$ cat config.mk
export PLATFORM = sky130hd
export DESIGN_NAME = mem_decoder
export DESIGN_NICKNAME = d
export VERILOG_FILES = /design/src/hdl/iram_bank.v /design/src/hdl/mem_decoder.v
export VERILOG_INCLUDE_DIRS = /design/src /design/src/hdl
export SDC_FILE = /design/constraint.sdc
export NUM_CORES = 2
export LEC_CHECK = 0
export ABC_CLOCK_PERIOD_IN_PS = 6050
export BUFFER_PORTS_ARGS = -buffer_cell sky130_fd_sc_hd__buf_2
export CAP_MARGIN = 0
export CELL_PAD_IN_SITES_DETAIL_PLACEMENT = 1
export CELL_PAD_IN_SITES_GLOBAL_PLACEMENT = 2
export CORE_MARGIN = 2
export CORE_UTILIZATION = 49
export CTS_BUF_LIST = sky130_fd_sc_hd__clkbuf_4 sky130_fd_sc_hd__clkbuf_8 sky130_fd_sc_hd__clkbuf_16
export CTS_CLUSTER_SIZE = 28
export DETAILED_ROUTE_END_ITERATION = 7
export PLACE_DENSITY_LB_ADDON = 0.3
export SETUP_SLACK_MARGIN = 0.02
export SLEW_MARGIN = 20
export SYNTH_ARGS = -nofsm -noshare
export SYNTH_HDL_FRONTEND = slang
export SYNTH_HIERARCHICAL = 1
export SYNTH_SLANG_ARGS = --single-unit
export TNS_END_PERCENT = 1
$ cat constraint.sdc
create_clock -name clk -period 6.05 [get_ports clk]
set_clock_uncertainty 0.15 [all_clocks]
set_input_delay 0.605 -clock clk [delete_from_list [all_inputs] [get_ports clk]]
set_output_delay 0.605 -clock clk [all_outputs]
set_load 0.02 [all_outputs]
$ cat src/hdl/memdec_defines.vh
/*
 memory decoder constants: register offsets, field positions, reset values,
 and memory map boundaries. assumes inclusion by bare name from hdl files.
*/
`ifndef MEMDEC_DEFINES_VH
`define MEMDEC_DEFINES_VH
// =====================================================
// register map (byte addresses on the ahb-lite bus)
`define OFF_PROGRAM_BANK_SELECT 8'h84
`define OFF_STATUS_WORD 8'h88
`define OFF_ONCHIP_EXTERNAL_RAM_PAGE 8'h8C
`define OFF_STACK_POINTER 8'h90
`define OFF_CONFIG 8'h94
// =====================================================
// field positions and reset values
`define CB_LSB 4
`define FB_LSB 0
`define BANK_SEL_WMASK 8'h33
`define BANK_SEL_RESET 8'h00
`define STATUS_RS_LSB 3
`define STATUS_RESET 8'h00
`define SP_RESET 8'h07
`define ONCHIP_EXTERNAL_RAM_PAGE_RESET 8'h00
`define CFG_RESET 8'h00
// =====================================================
// memory map boundaries
`define UPPER_CODE_BIT 15
`define LOCK_LINEAR_ADDR 17'h1FFFF
`define BIT_AREA_BASE 8'h20
`define ONCHIP_EXTERNAL_RAM_BYTES 8192
`define IRAM_BYTES 256
`endif

$ cat src/hdl/iram_bank.v
/*
 small synchronous ram: one write port, one read port, registered read data.
 assumes a single clock and a clock enable that freezes it.
*/
`default_nettype none
module iram_bank #(
    parameter DEPTH = 256,
    parameter AW = 8
) (
    input wire clk,
    input wire ce,
    input wire we,
    input wire [AW-1:0] waddr,
    input wire [7:0] wdata,
    input wire [AW-1:0] raddr,
    output reg [7:0] rdata
);
    reg [7:0] mem [0:DEPTH-1];
    // =====================================================
    // storage; no reset so it maps onto block ram
    always @(posedge clk)
    begin
        if (ce)
        begin
            if (we)
                mem[waddr] <= wdata;
            rdata <= mem[raddr];
        end
    end
endmodule
`default_nettype wire

$ cat src/hdl/mem_decoder.v
/*
 address decoder for an 8051-style memory map: program bank resolution,
 internal ram / sfr / bit / stack routing and on-chip onchip_external_ram addressing.
 assumes the cpu core presents one request per cycle on clk, and software
 reaches the bank, status, page, stack and config registers over ahb-lite.
*/
// Chosen here: the AHB-Lite slave port.
//
// Contract
// - lower 32k program always maps bank zero
// - upper fetches use fetch bank field
// - fetch bank changes only from bank zero
// - upper constant/flash accesses use constant bank
// - fields at 5:4 and 1:0, reserved zero
// - top linear address is the lock byte
// - constants from flash; movx to onchip_external_ram unless configured
// - 256 byte internal ram, low half direct/indirect
// - above 0x7f direct=sfr, indirect=upper ram
// - r0-r7 in bank picked by status bits 4:3
// - indirect pointer comes from active r0/r1
// - bytes 0x20-0x2f hold 128 bit locations
// - bit versus byte from instruction type
// - push writes sp+1 then increments sp
// - stack pointer resets to 0x07
// - 8192 byte onchip_external_ram via data pointer or page
// - 8-bit movx uses page high, pointer low
`include "memdec_defines.vh"
`default_nettype none
module mem_decoder #(
    parameter ONCHIP_EXTERNAL_RAM_AW = 13
) (
    input wire clk,
    input wire rst,
    input wire ce,
    // ahb-lite slave
    input wire hsel,
    input wire [7:0] haddr,
    input wire [1:0] htrans,
    input wire hwrite,
    input wire [2:0] hsize,
    input wire [31:0] hwdata,
    input wire hready,
    output wire hreadyout,
    output wire hresp,
    output reg [31:0] hrdata,
    // program side
    input wire [15:0] pc,
    input wire [15:0] code_addr,
    input wire code_is_fetch,
    output reg [16:0] flash_addr,
    output reg flash_is_lock,
    output reg flash_reserved,
    // data side request from core
    input wire data_req,
    input wire [7:0] data_addr,
    input wire data_indirect,
    input wire [2:0] ind_reg_sel,
    input wire data_is_bit,
    input wire data_we,
    input wire [7:0] data_wdata,
    input wire push,
    input wire pop,
    output reg [7:0] data_rdata,
    output reg sfr_sel,
    output reg [7:0] sfr_addr,
    // movx request
    input wire movx_req,
    input wire movx_use_data_pointer_16,
    input wire movx_r1,
    input wire movx_we,
    input wire [15:0] data_pointer_16,
    output reg [15:0] movx_addr,
    output reg movx_to_flash,
    output reg movx_onchip_external_ram_hit
);
    // =====================================================
    // registers
    reg [7:0] bank_sel_q;
    reg [7:0] status_q;
    reg [7:0] page_q;
    reg [7:0] sp_q;
    reg [7:0] cfg_q;
    reg [7:0] r0_shadow_q [0:3];
    reg [7:0] r1_shadow_q [0:3];
    reg ap_wr_q;
    reg [7:0] ap_addr_q;
    wire [1:0] fetch_bank_field = bank_sel_q[`FB_LSB+1:`FB_LSB];
    wire [1:0] constant_bank_field = bank_sel_q[`CB_LSB+1:`CB_LSB];
    wire [1:0] reg_bank = status_q[`STATUS_RS_LSB+1:`STATUS_RS_LSB];
    // code in bank zero: pc in common area or upper area mapped to bank 0
    wire exec_in_bank0 = ~pc[`UPPER_CODE_BIT] | (fetch_bank_field == 2'b00);
    // =====================================================
    // ahb-lite slave: zero wait states, always okay
    assign hreadyout = 1'b1;
    assign hresp = 1'b0;
    wire ap_valid = hsel & hready & htrans[1];
    wire wr_phase = ap_wr_q;
    always @(posedge clk or posedge rst)
    begin
        if (rst)
        begin
            ap_wr_q <= 1'b0;
            ap_addr_q <= 8'h00;
        end
        else if (ce && hready)
        begin
            ap_wr_q <= ap_valid & hwrite;
            ap_addr_q <= haddr;
        end
    end
    // read data registered at the address phase; unmapped reads as zero
    always @(posedge clk or posedge rst)
    begin
        if (rst)
            hrdata <= 32'h00000000;
        else if (ce && ap_valid && !hwrite)
        begin
            case (haddr)
                `OFF_PROGRAM_BANK_SELECT: hrdata <= {24'h000000, bank_sel_q & `BANK_SEL_WMASK};
                `OFF_STATUS_WORD: hrdata <= {24'h000000, status_q};
                `OFF_ONCHIP_EXTERNAL_RAM_PAGE: hrdata <= {24'h000000, page_q};
                `OFF_STACK_POINTER: hrdata <= {24'h000000, sp_q};
                `OFF_CONFIG: hrdata <= {24'h000000, cfg_q};
                default: hrdata <= 32'h00000000;
            endcase
        end
    end
    // =====================================================
    // register writes and stack pointer
    wire [7:0] sp_inc = sp_q + 8'h01;
    wire [7:0] sp_dec = sp_q - 8'h01;
    always @(posedge clk or posedge rst)
    begin
        if (rst)
        begin
            bank_sel_q <= `BANK_SEL_RESET;
            status_q <= `STATUS_RESET;
            page_q <= `ONCHIP_EXTERNAL_RAM_PAGE_RESET;
            sp_q <= `SP_RESET;
            cfg_q <= `CFG_RESET;
        end
        else if (ce)
        begin
            if (wr_phase && ap_addr_q == `OFF_PROGRAM_BANK_SELECT)
            begin
                // constant field always; fetch field only from bank 0 code
                bank_sel_q[`CB_LSB+1:`CB_LSB] <= hwdata[`CB_LSB+1:`CB_LSB];
                if (exec_in_bank0)
                    bank_sel_q[`FB_LSB+1:`FB_LSB] <= hwdata[`FB_LSB+1:`FB_LSB];
            end
            if (wr_phase && ap_addr_q == `OFF_STATUS_WORD)
                status_q <= hwdata[7:0];
            if (wr_phase && ap_addr_q == `OFF_ONCHIP_EXTERNAL_RAM_PAGE)
                page_q <= hwdata[7:0];
            if (wr_phase && ap_addr_q == `OFF_CONFIG)
                cfg_q <= {7'h00, hwdata[0]};
            // push/pop win over a bus write in the same cycle
            if (data_req && push)
                sp_q <= sp_inc;
            else if (data_req && pop)
                sp_q <= sp_dec;
            else if (wr_phase && ap_addr_q == `OFF_STACK_POINTER)
                sp_q <= hwdata[7:0];
        end
    end
    // =====================================================
    // program memory bank resolution
    always @(posedge clk or posedge rst)
    begin
        if (rst)
        begin
            flash_addr <= 17'h00000;
            flash_is_lock <= 1'b0;
            flash_reserved <= 1'b0;
        end
        else if (ce)
        begin
            if (!code_addr[`UPPER_CODE_BIT])
                flash_addr <= {2'b00, code_addr[14:0]};
            else if (code_is_fetch)
                flash_addr <= {fetch_bank_field, code_addr[14:0]};
            else
                flash_addr <= {constant_bank_field, code_addr[14:0]};
            flash_is_lock <= code_addr[`UPPER_CODE_BIT] &&
                {(code_is_fetch ? fetch_bank_field : constant_bank_field), code_addr[14:0]} ==
                `LOCK_LINEAR_ADDR;
            // nothing lies above the lock byte in a 17-bit space
            flash_reserved <= 1'b0;
        end
    end
    // =====================================================
    // r0/r1 shadows per bank, kept for pointer lookup
    wire [7:0] ptr_val = ind_reg_sel[0] ? r1_shadow_q[reg_bank] : r0_shadow_q[reg_bank];
    wire [7:0] reg_phys = {3'b000, reg_bank, 3'b000} + {5'h00, ind_reg_sel};
    wire [7:0] bit_byte = `BIT_AREA_BASE + {4'h0, data_addr[6:3]};
    reg [7:0] eff_addr;
    reg is_sfr;
    always @*
    begin
        eff_addr = data_addr;
        is_sfr = 1'b0;
        if (push)
            eff_addr = sp_inc;
        else if (pop)
            eff_addr = sp_q;
        else if (data_indirect)
            eff_addr = ptr_val;
        else if (data_is_bit)
        begin
            if (data_addr[7])
            begin
                eff_addr = {data_addr[7:3], 3'b000};
                is_sfr = 1'b1;
            end
            else
                eff_addr = bit_byte;
        end
        else if (data_addr[7])
            is_sfr = 1'b1;
    end
    wire ram_we = ce & data_req & data_we & ~is_sfr & ~data_is_bit & ~pop;
    integer i;
    always @(posedge clk or posedge rst)
    begin
        if (rst)
        begin
            for (i = 0; i < 4; i = i + 1)
            begin
                r0_shadow_q[i] <= 8'h00;
                r1_shadow_q[i] <= 8'h00;
            end
        end
        else if (ram_we && eff_addr[7:5] == 3'b000 && eff_addr[2:1] == 2'b00)
        begin
            if (eff_addr[0])
                r1_shadow_q[eff_addr[4:3]] <= data_wdata;
            else
                r0_shadow_q[eff_addr[4:3]] <= data_wdata;
        end
    end
    wire [7:0] ram_q;
    iram_bank #(
        .DEPTH(`IRAM_BYTES),
        .AW(8)
    ) u_iram (
        .clk(clk),
        .ce(ce),
        .we(ram_we),
        .waddr(eff_addr),
        .wdata(data_wdata),
        .raddr(eff_addr),
        .rdata(ram_q)
    );
    // =====================================================
    // sfr routing and bit extraction on read data
    reg [2:0] bit_pos_q;
    reg bit_q;
    always @(posedge clk or posedge rst)
    begin
        if (rst)
        begin
            sfr_sel <= 1'b0;
            sfr_addr <= 8'h00;
            bit_pos_q <= 3'b000;
            bit_q <= 1'b0;
        end
        else if (ce)
        begin
            sfr_sel <= data_req & is_sfr;
            sfr_addr <= eff_addr;
            bit_pos_q <= data_addr[2:0];
            bit_q <= data_is_bit & ~data_indirect & ~push & ~pop;
        end
    end
    always @*
    begin
        if (bit_q)
            data_rdata = {7'h00, ram_q[bit_pos_q]};
        else
            data_rdata = ram_q;
    end
    // reg_phys is the working register address; no port carries it out, so it is only reduced here
    wire unused_reg_phys = ^reg_phys;
    // =====================================================
    // movx address formation and target choice
    always @(posedge clk or posedge rst)
    begin
        if (rst)
        begin
            movx_addr <= 16'h0000;
            movx_to_flash <= 1'b0;
            movx_onchip_external_ram_hit <= 1'b0;
        end
        else if (ce)
        begin
            if (movx_use_data_pointer_16)
                movx_addr <= data_pointer_16;
            else
                movx_addr <= {page_q, movx_r1 ? r1_shadow_q[reg_bank] : r0_shadow_q[reg_bank]};
            movx_to_flash <= movx_req & movx_we & cfg_q[0];
            movx_onchip_external_ram_hit <= movx_req & ~(movx_we & cfg_q[0]) &
                ((movx_use_data_pointer_16 ? data_pointer_16[15:ONCHIP_EXTERNAL_RAM_AW] : page_q[7:ONCHIP_EXTERNAL_RAM_AW-8]) == 0);
        end
    end
endmodule
`default_nettype wire

==> impl_metrics.csv <==
group,metric,value,unit
sta,post-route-period-util,91.7,%
detailed_routing,wirelength,241,mm
yosys,synthFlopType,"edfxtp_1",
detailed_routing,viasPerCell,6.21,
detailed_routing,drcViolationCount,0,
setup_path,endpoint_kind,"flip-flop",
clock_network,clk_pin_slew_worst_paths,60,ps
setup_path,endpoint,"u_iram/rdata[7]$_DFFE_PP_",
placed_design,port_buffers,144,
detailed_routing,via_count,46800,
floorplanning,die_h,429,um
min_path,hold_depth,3,
yosys,ys_async_sr_fraction,7.18,%
clock_network,clockBufferDepth,3,
setup_path,worstReg2RegStart,"status_q[4]$_DFFE_PP0P_",
setup_path,r2r-end,"u_iram/rdata[7]$_DFFE_PP_",
setup_path,critPathKind,"flip-flop to flip-flop",
setup_path,startpoint,"status_q[4]$_DFFE_PP0P_",
floorplanning,core,180000,um^2
sta,drv_slew,0,
min_path,min_path_type,"primary input to flip-flop",
yosys,yosysSeqAreaShare,74.2,%
setup_path,cp_max_fo,18,
detailed_routing,wire_per_inst,32.0,um
layout,layout-drive-gt1-share,27.3,%
layout,fill_cells,15600,
clock_network,clkLatencyLatePin,890,ps
status,status,"finished clean",
yosys,synth.largest_area_cell,"edfxtp_1",
pwr,p_leak,0.0334,uW
floorplanning,die_w,429,um
grt,grt_max_degree,209,
detailed_routing,antenna_left,0,
placed_design,hpwl,150,mm
yosys,netlist.area_leader.share,69.7,%
grt,grt_pass1_vias,48900,
layout,design_area,101000,um^2
yosys,synth_area_leaders,"edfxtp_1 (70%), mux4_2 (11%), dfrtp_1 (4.4%)",
grt,grt_usage,26.3,%
sta,setup_viol,0,
placed_design,dp.cells,7065,
grt,antenna_found_initial,8,
setup_path,critPathLaunchType,"flip-flop",
setup_path,critical_path_required,6470,ps
sta,rsz0062_at_grt,"false",
yosys,ys_warn_count,6,
sta,hold_viol_final,0,
floorplanning,rows,156,
pwr,ir_drop,268,uV
grt,gr-total-overflow,0,
sta,period_minus_slack,5550,ps
yosys,ys_seq_elements,2215,
detailed_routing,initialDrtViolationCount,4855,
clock_network,htreeDepth,4,
layout,fin_cells,7542,
placed_design,dpl_cell_area,93400,um^2
sta,holdWs,64.0,ps
yosys,netlist_area,88600,um^2
sta,clock.fmax,0.180,GHz
yosys,synthCells,4511,
floorplanning,start_util,49.2,%
yosys,avgSynthCellArea,19.6,um^2
sta,setup_slack,505,ps
sta,worstMarginPinSlew,1240,ps
grt,grt_pass1_wl,349,mm
clock_network,cts-root-buf,"clkbuf_16",
setup_path,worstPathArrival,5970,ps
layout,syn_to_final_growth,14.4,%
clock_network,cts_sinks,2215,
layout,final_nets,5114,
min_path,holdCritStartpoint,"code_is_fetch",
sta,slew_headroom,17.4,%
pwr,power_density,359,nW/um^2
setup_path,reg2regPathDepth,12,
yosys,synthDistinctLibCells,89,
flow_run,maxCapViolCount,0,
yosys,synth_enable_flop_cells,2056,
setup_path,cpMaxStageDelayCell,"nor4_1",
placed_design,pre_cts_slack,602,ps
floorplanning,io_pins,217,
clock_network,cts_tree,"built",
setup_path,r2r_slack,500,ps
setup_path,crit_chain,"buf_12 -> mux4_2 -> o2111ai_1 -> o211a_2 -> clkinv_2 -> buf_12 -> a21oi_1 -> buf_4 -> a211oi_1 -> buf_4 -> nor4_1 -> nor4_1",
clock_network,post_cts_buffers,0,
floorplanning,die-area,184000,um^2
sta,setup_tns,0,ps
detailed_routing,drtPass1Iterations,5,
clock_network,cts_made_buffers,222,
placed_design,gp_congestion,0.823,
setup_path,max_stage_delay,950,ps
## Yosys cell counts (41+ instances only)
cell      count
nor2_1      330
mux2i_1     181
mux4_1       46
dfrtp_1     156
clkbuf_1    131
o221ai_1     43
mux4_2      423
a22oi_1     137
nand2_1     104
buf_4        52
nand3_1      41
mux2_2      130
o22ai_1      47
edfxtp_1   2056
a21oi_1     118
## where the power goes
group          leakage (uW)  switching [uW]  internal [uW]
Sequential           0.0206             107          16800
Clock               0.00361            5910           7860
Combinational       0.00918            3510           2140
Total                0.0334            9520          26800
## stage by stage
step	total power, uW	utilization [%]
finish	36400	56.3
global route	37400	56.3
CTS	36600	56.2
detailed placement	22800	51.8
global placement	22800	51.8
floorplan	20600	-
## how the worst min path moves through the flow
stage,end,slack [ps]
2_1_floorplan,ap_wr_q$_DFFE_PP0P_,320
3_3_place_gp,hrdata[0]$_DFFE_PP0P_,310
3_5_place_dp,hrdata[1]$_DFFE_PP0P_,320
4_1_cts,flash_addr[15]$_DFFE_PP0P_,1
5_1_grt,flash_addr[15]$_DFFE_PP0P_,90
6_report,flash_addr[15]$_DFFE_PP0P_,60
## cells by family (layout without fill, tap and decap cells)
family / after synthesis / after routing / share of synthesized area, %
AOI/OAI and AO/OA: 514 / 514 / 4.07
xor gates and xnor gates: 6 / 6 / 0.0593
adders and majority gates: 2 / 2 / 0.0282
buffers and inverters: 327 / 962 / 2.33
DFF: 2215 / 2215 / 74.2
muxes: 781 / 781 / 15.8
other: 2 / 28 / 0.00847
and+or+nand+nor: 664 / 664 / 3.52
## cell usage in the layout, fill, tap and decap left out, drive strengths merged, types with 16 or more instances in the layout
cell type	netlist	routed
dfrtp	156	156
clkinv	0	109
a221oi	16	16
o21ai	41	41
mux4	469	469
nor4	29	29
edfxtp	2056	2056
inv	23	26
a211oi	21	21
nand4	17	17
dlygate4sd3	0	63
a22o	17	17
nor3	36	36
conb	2	27
o221ai	44	44
buf	164	462
mux2	131	131
nor2	330	330
nand3	43	43
nor2b	37	37
bufinv	0	20
a22oi	137	137
a21oi	118	118
clkbuf	136	272
mux2i	181	181
nand2	106	106
o22ai	47	47
## sequential cells by signal, indices dropped and copies added, names as in the netlist, 2 cells and up
register / cells
ap_addr_q: 8
bit_pos_q: 3
constant_bank_field: 2
fetch_bank_field: 2
flash_addr: 17
hrdata: 8
movx_addr: 16
page_q: 8
r0_shadow_q: 32
r1_shadow_q: 32
sfr_addr: 8
sp_q: 8
status_q: 8
u_iram/mem: 2048
u_iram/rdata: 8
## per-layer routing
metal  GRT usage, %  part of all wire [%]
met5              0                 0.017
met2           42.1                    49
met3           5.47                   7.5
met4           9.01                   3.5
met1           36.1                    40
## repair_timing
item,4_1_cts,5_1_grt
resized for setup,0,0
hold buffers,63,0
hold endpoints to repair,193,0
## critical path: cells and delay by family, from the launching register on
kind,cells,cell delay [ps]
buffers and inverters,5,1560
AND/OR/NAND/NOR,2,1070
flip-flops,1,770
multiplexers,1,510
AO/OA/AOI/OAI,4,1130
## area by class of cell
class                           instances  area (um^2)  share of cell area [%]
Clock inverter                        142         1370                    1.35
Sequential cell                      2215        65700                    64.8
Tap cell                             2370         2970                    2.93
Antenna cell                            1         2.50                 0.00247
Timing Repair Buffer                  527         4240                    4.18
Inverter                               23         92.6                  0.0913
Clock buffer                          270         5950                    5.87
Multi-Input combinational cell       1994        21000                    20.7
Power figures use the tool's default switching activity.
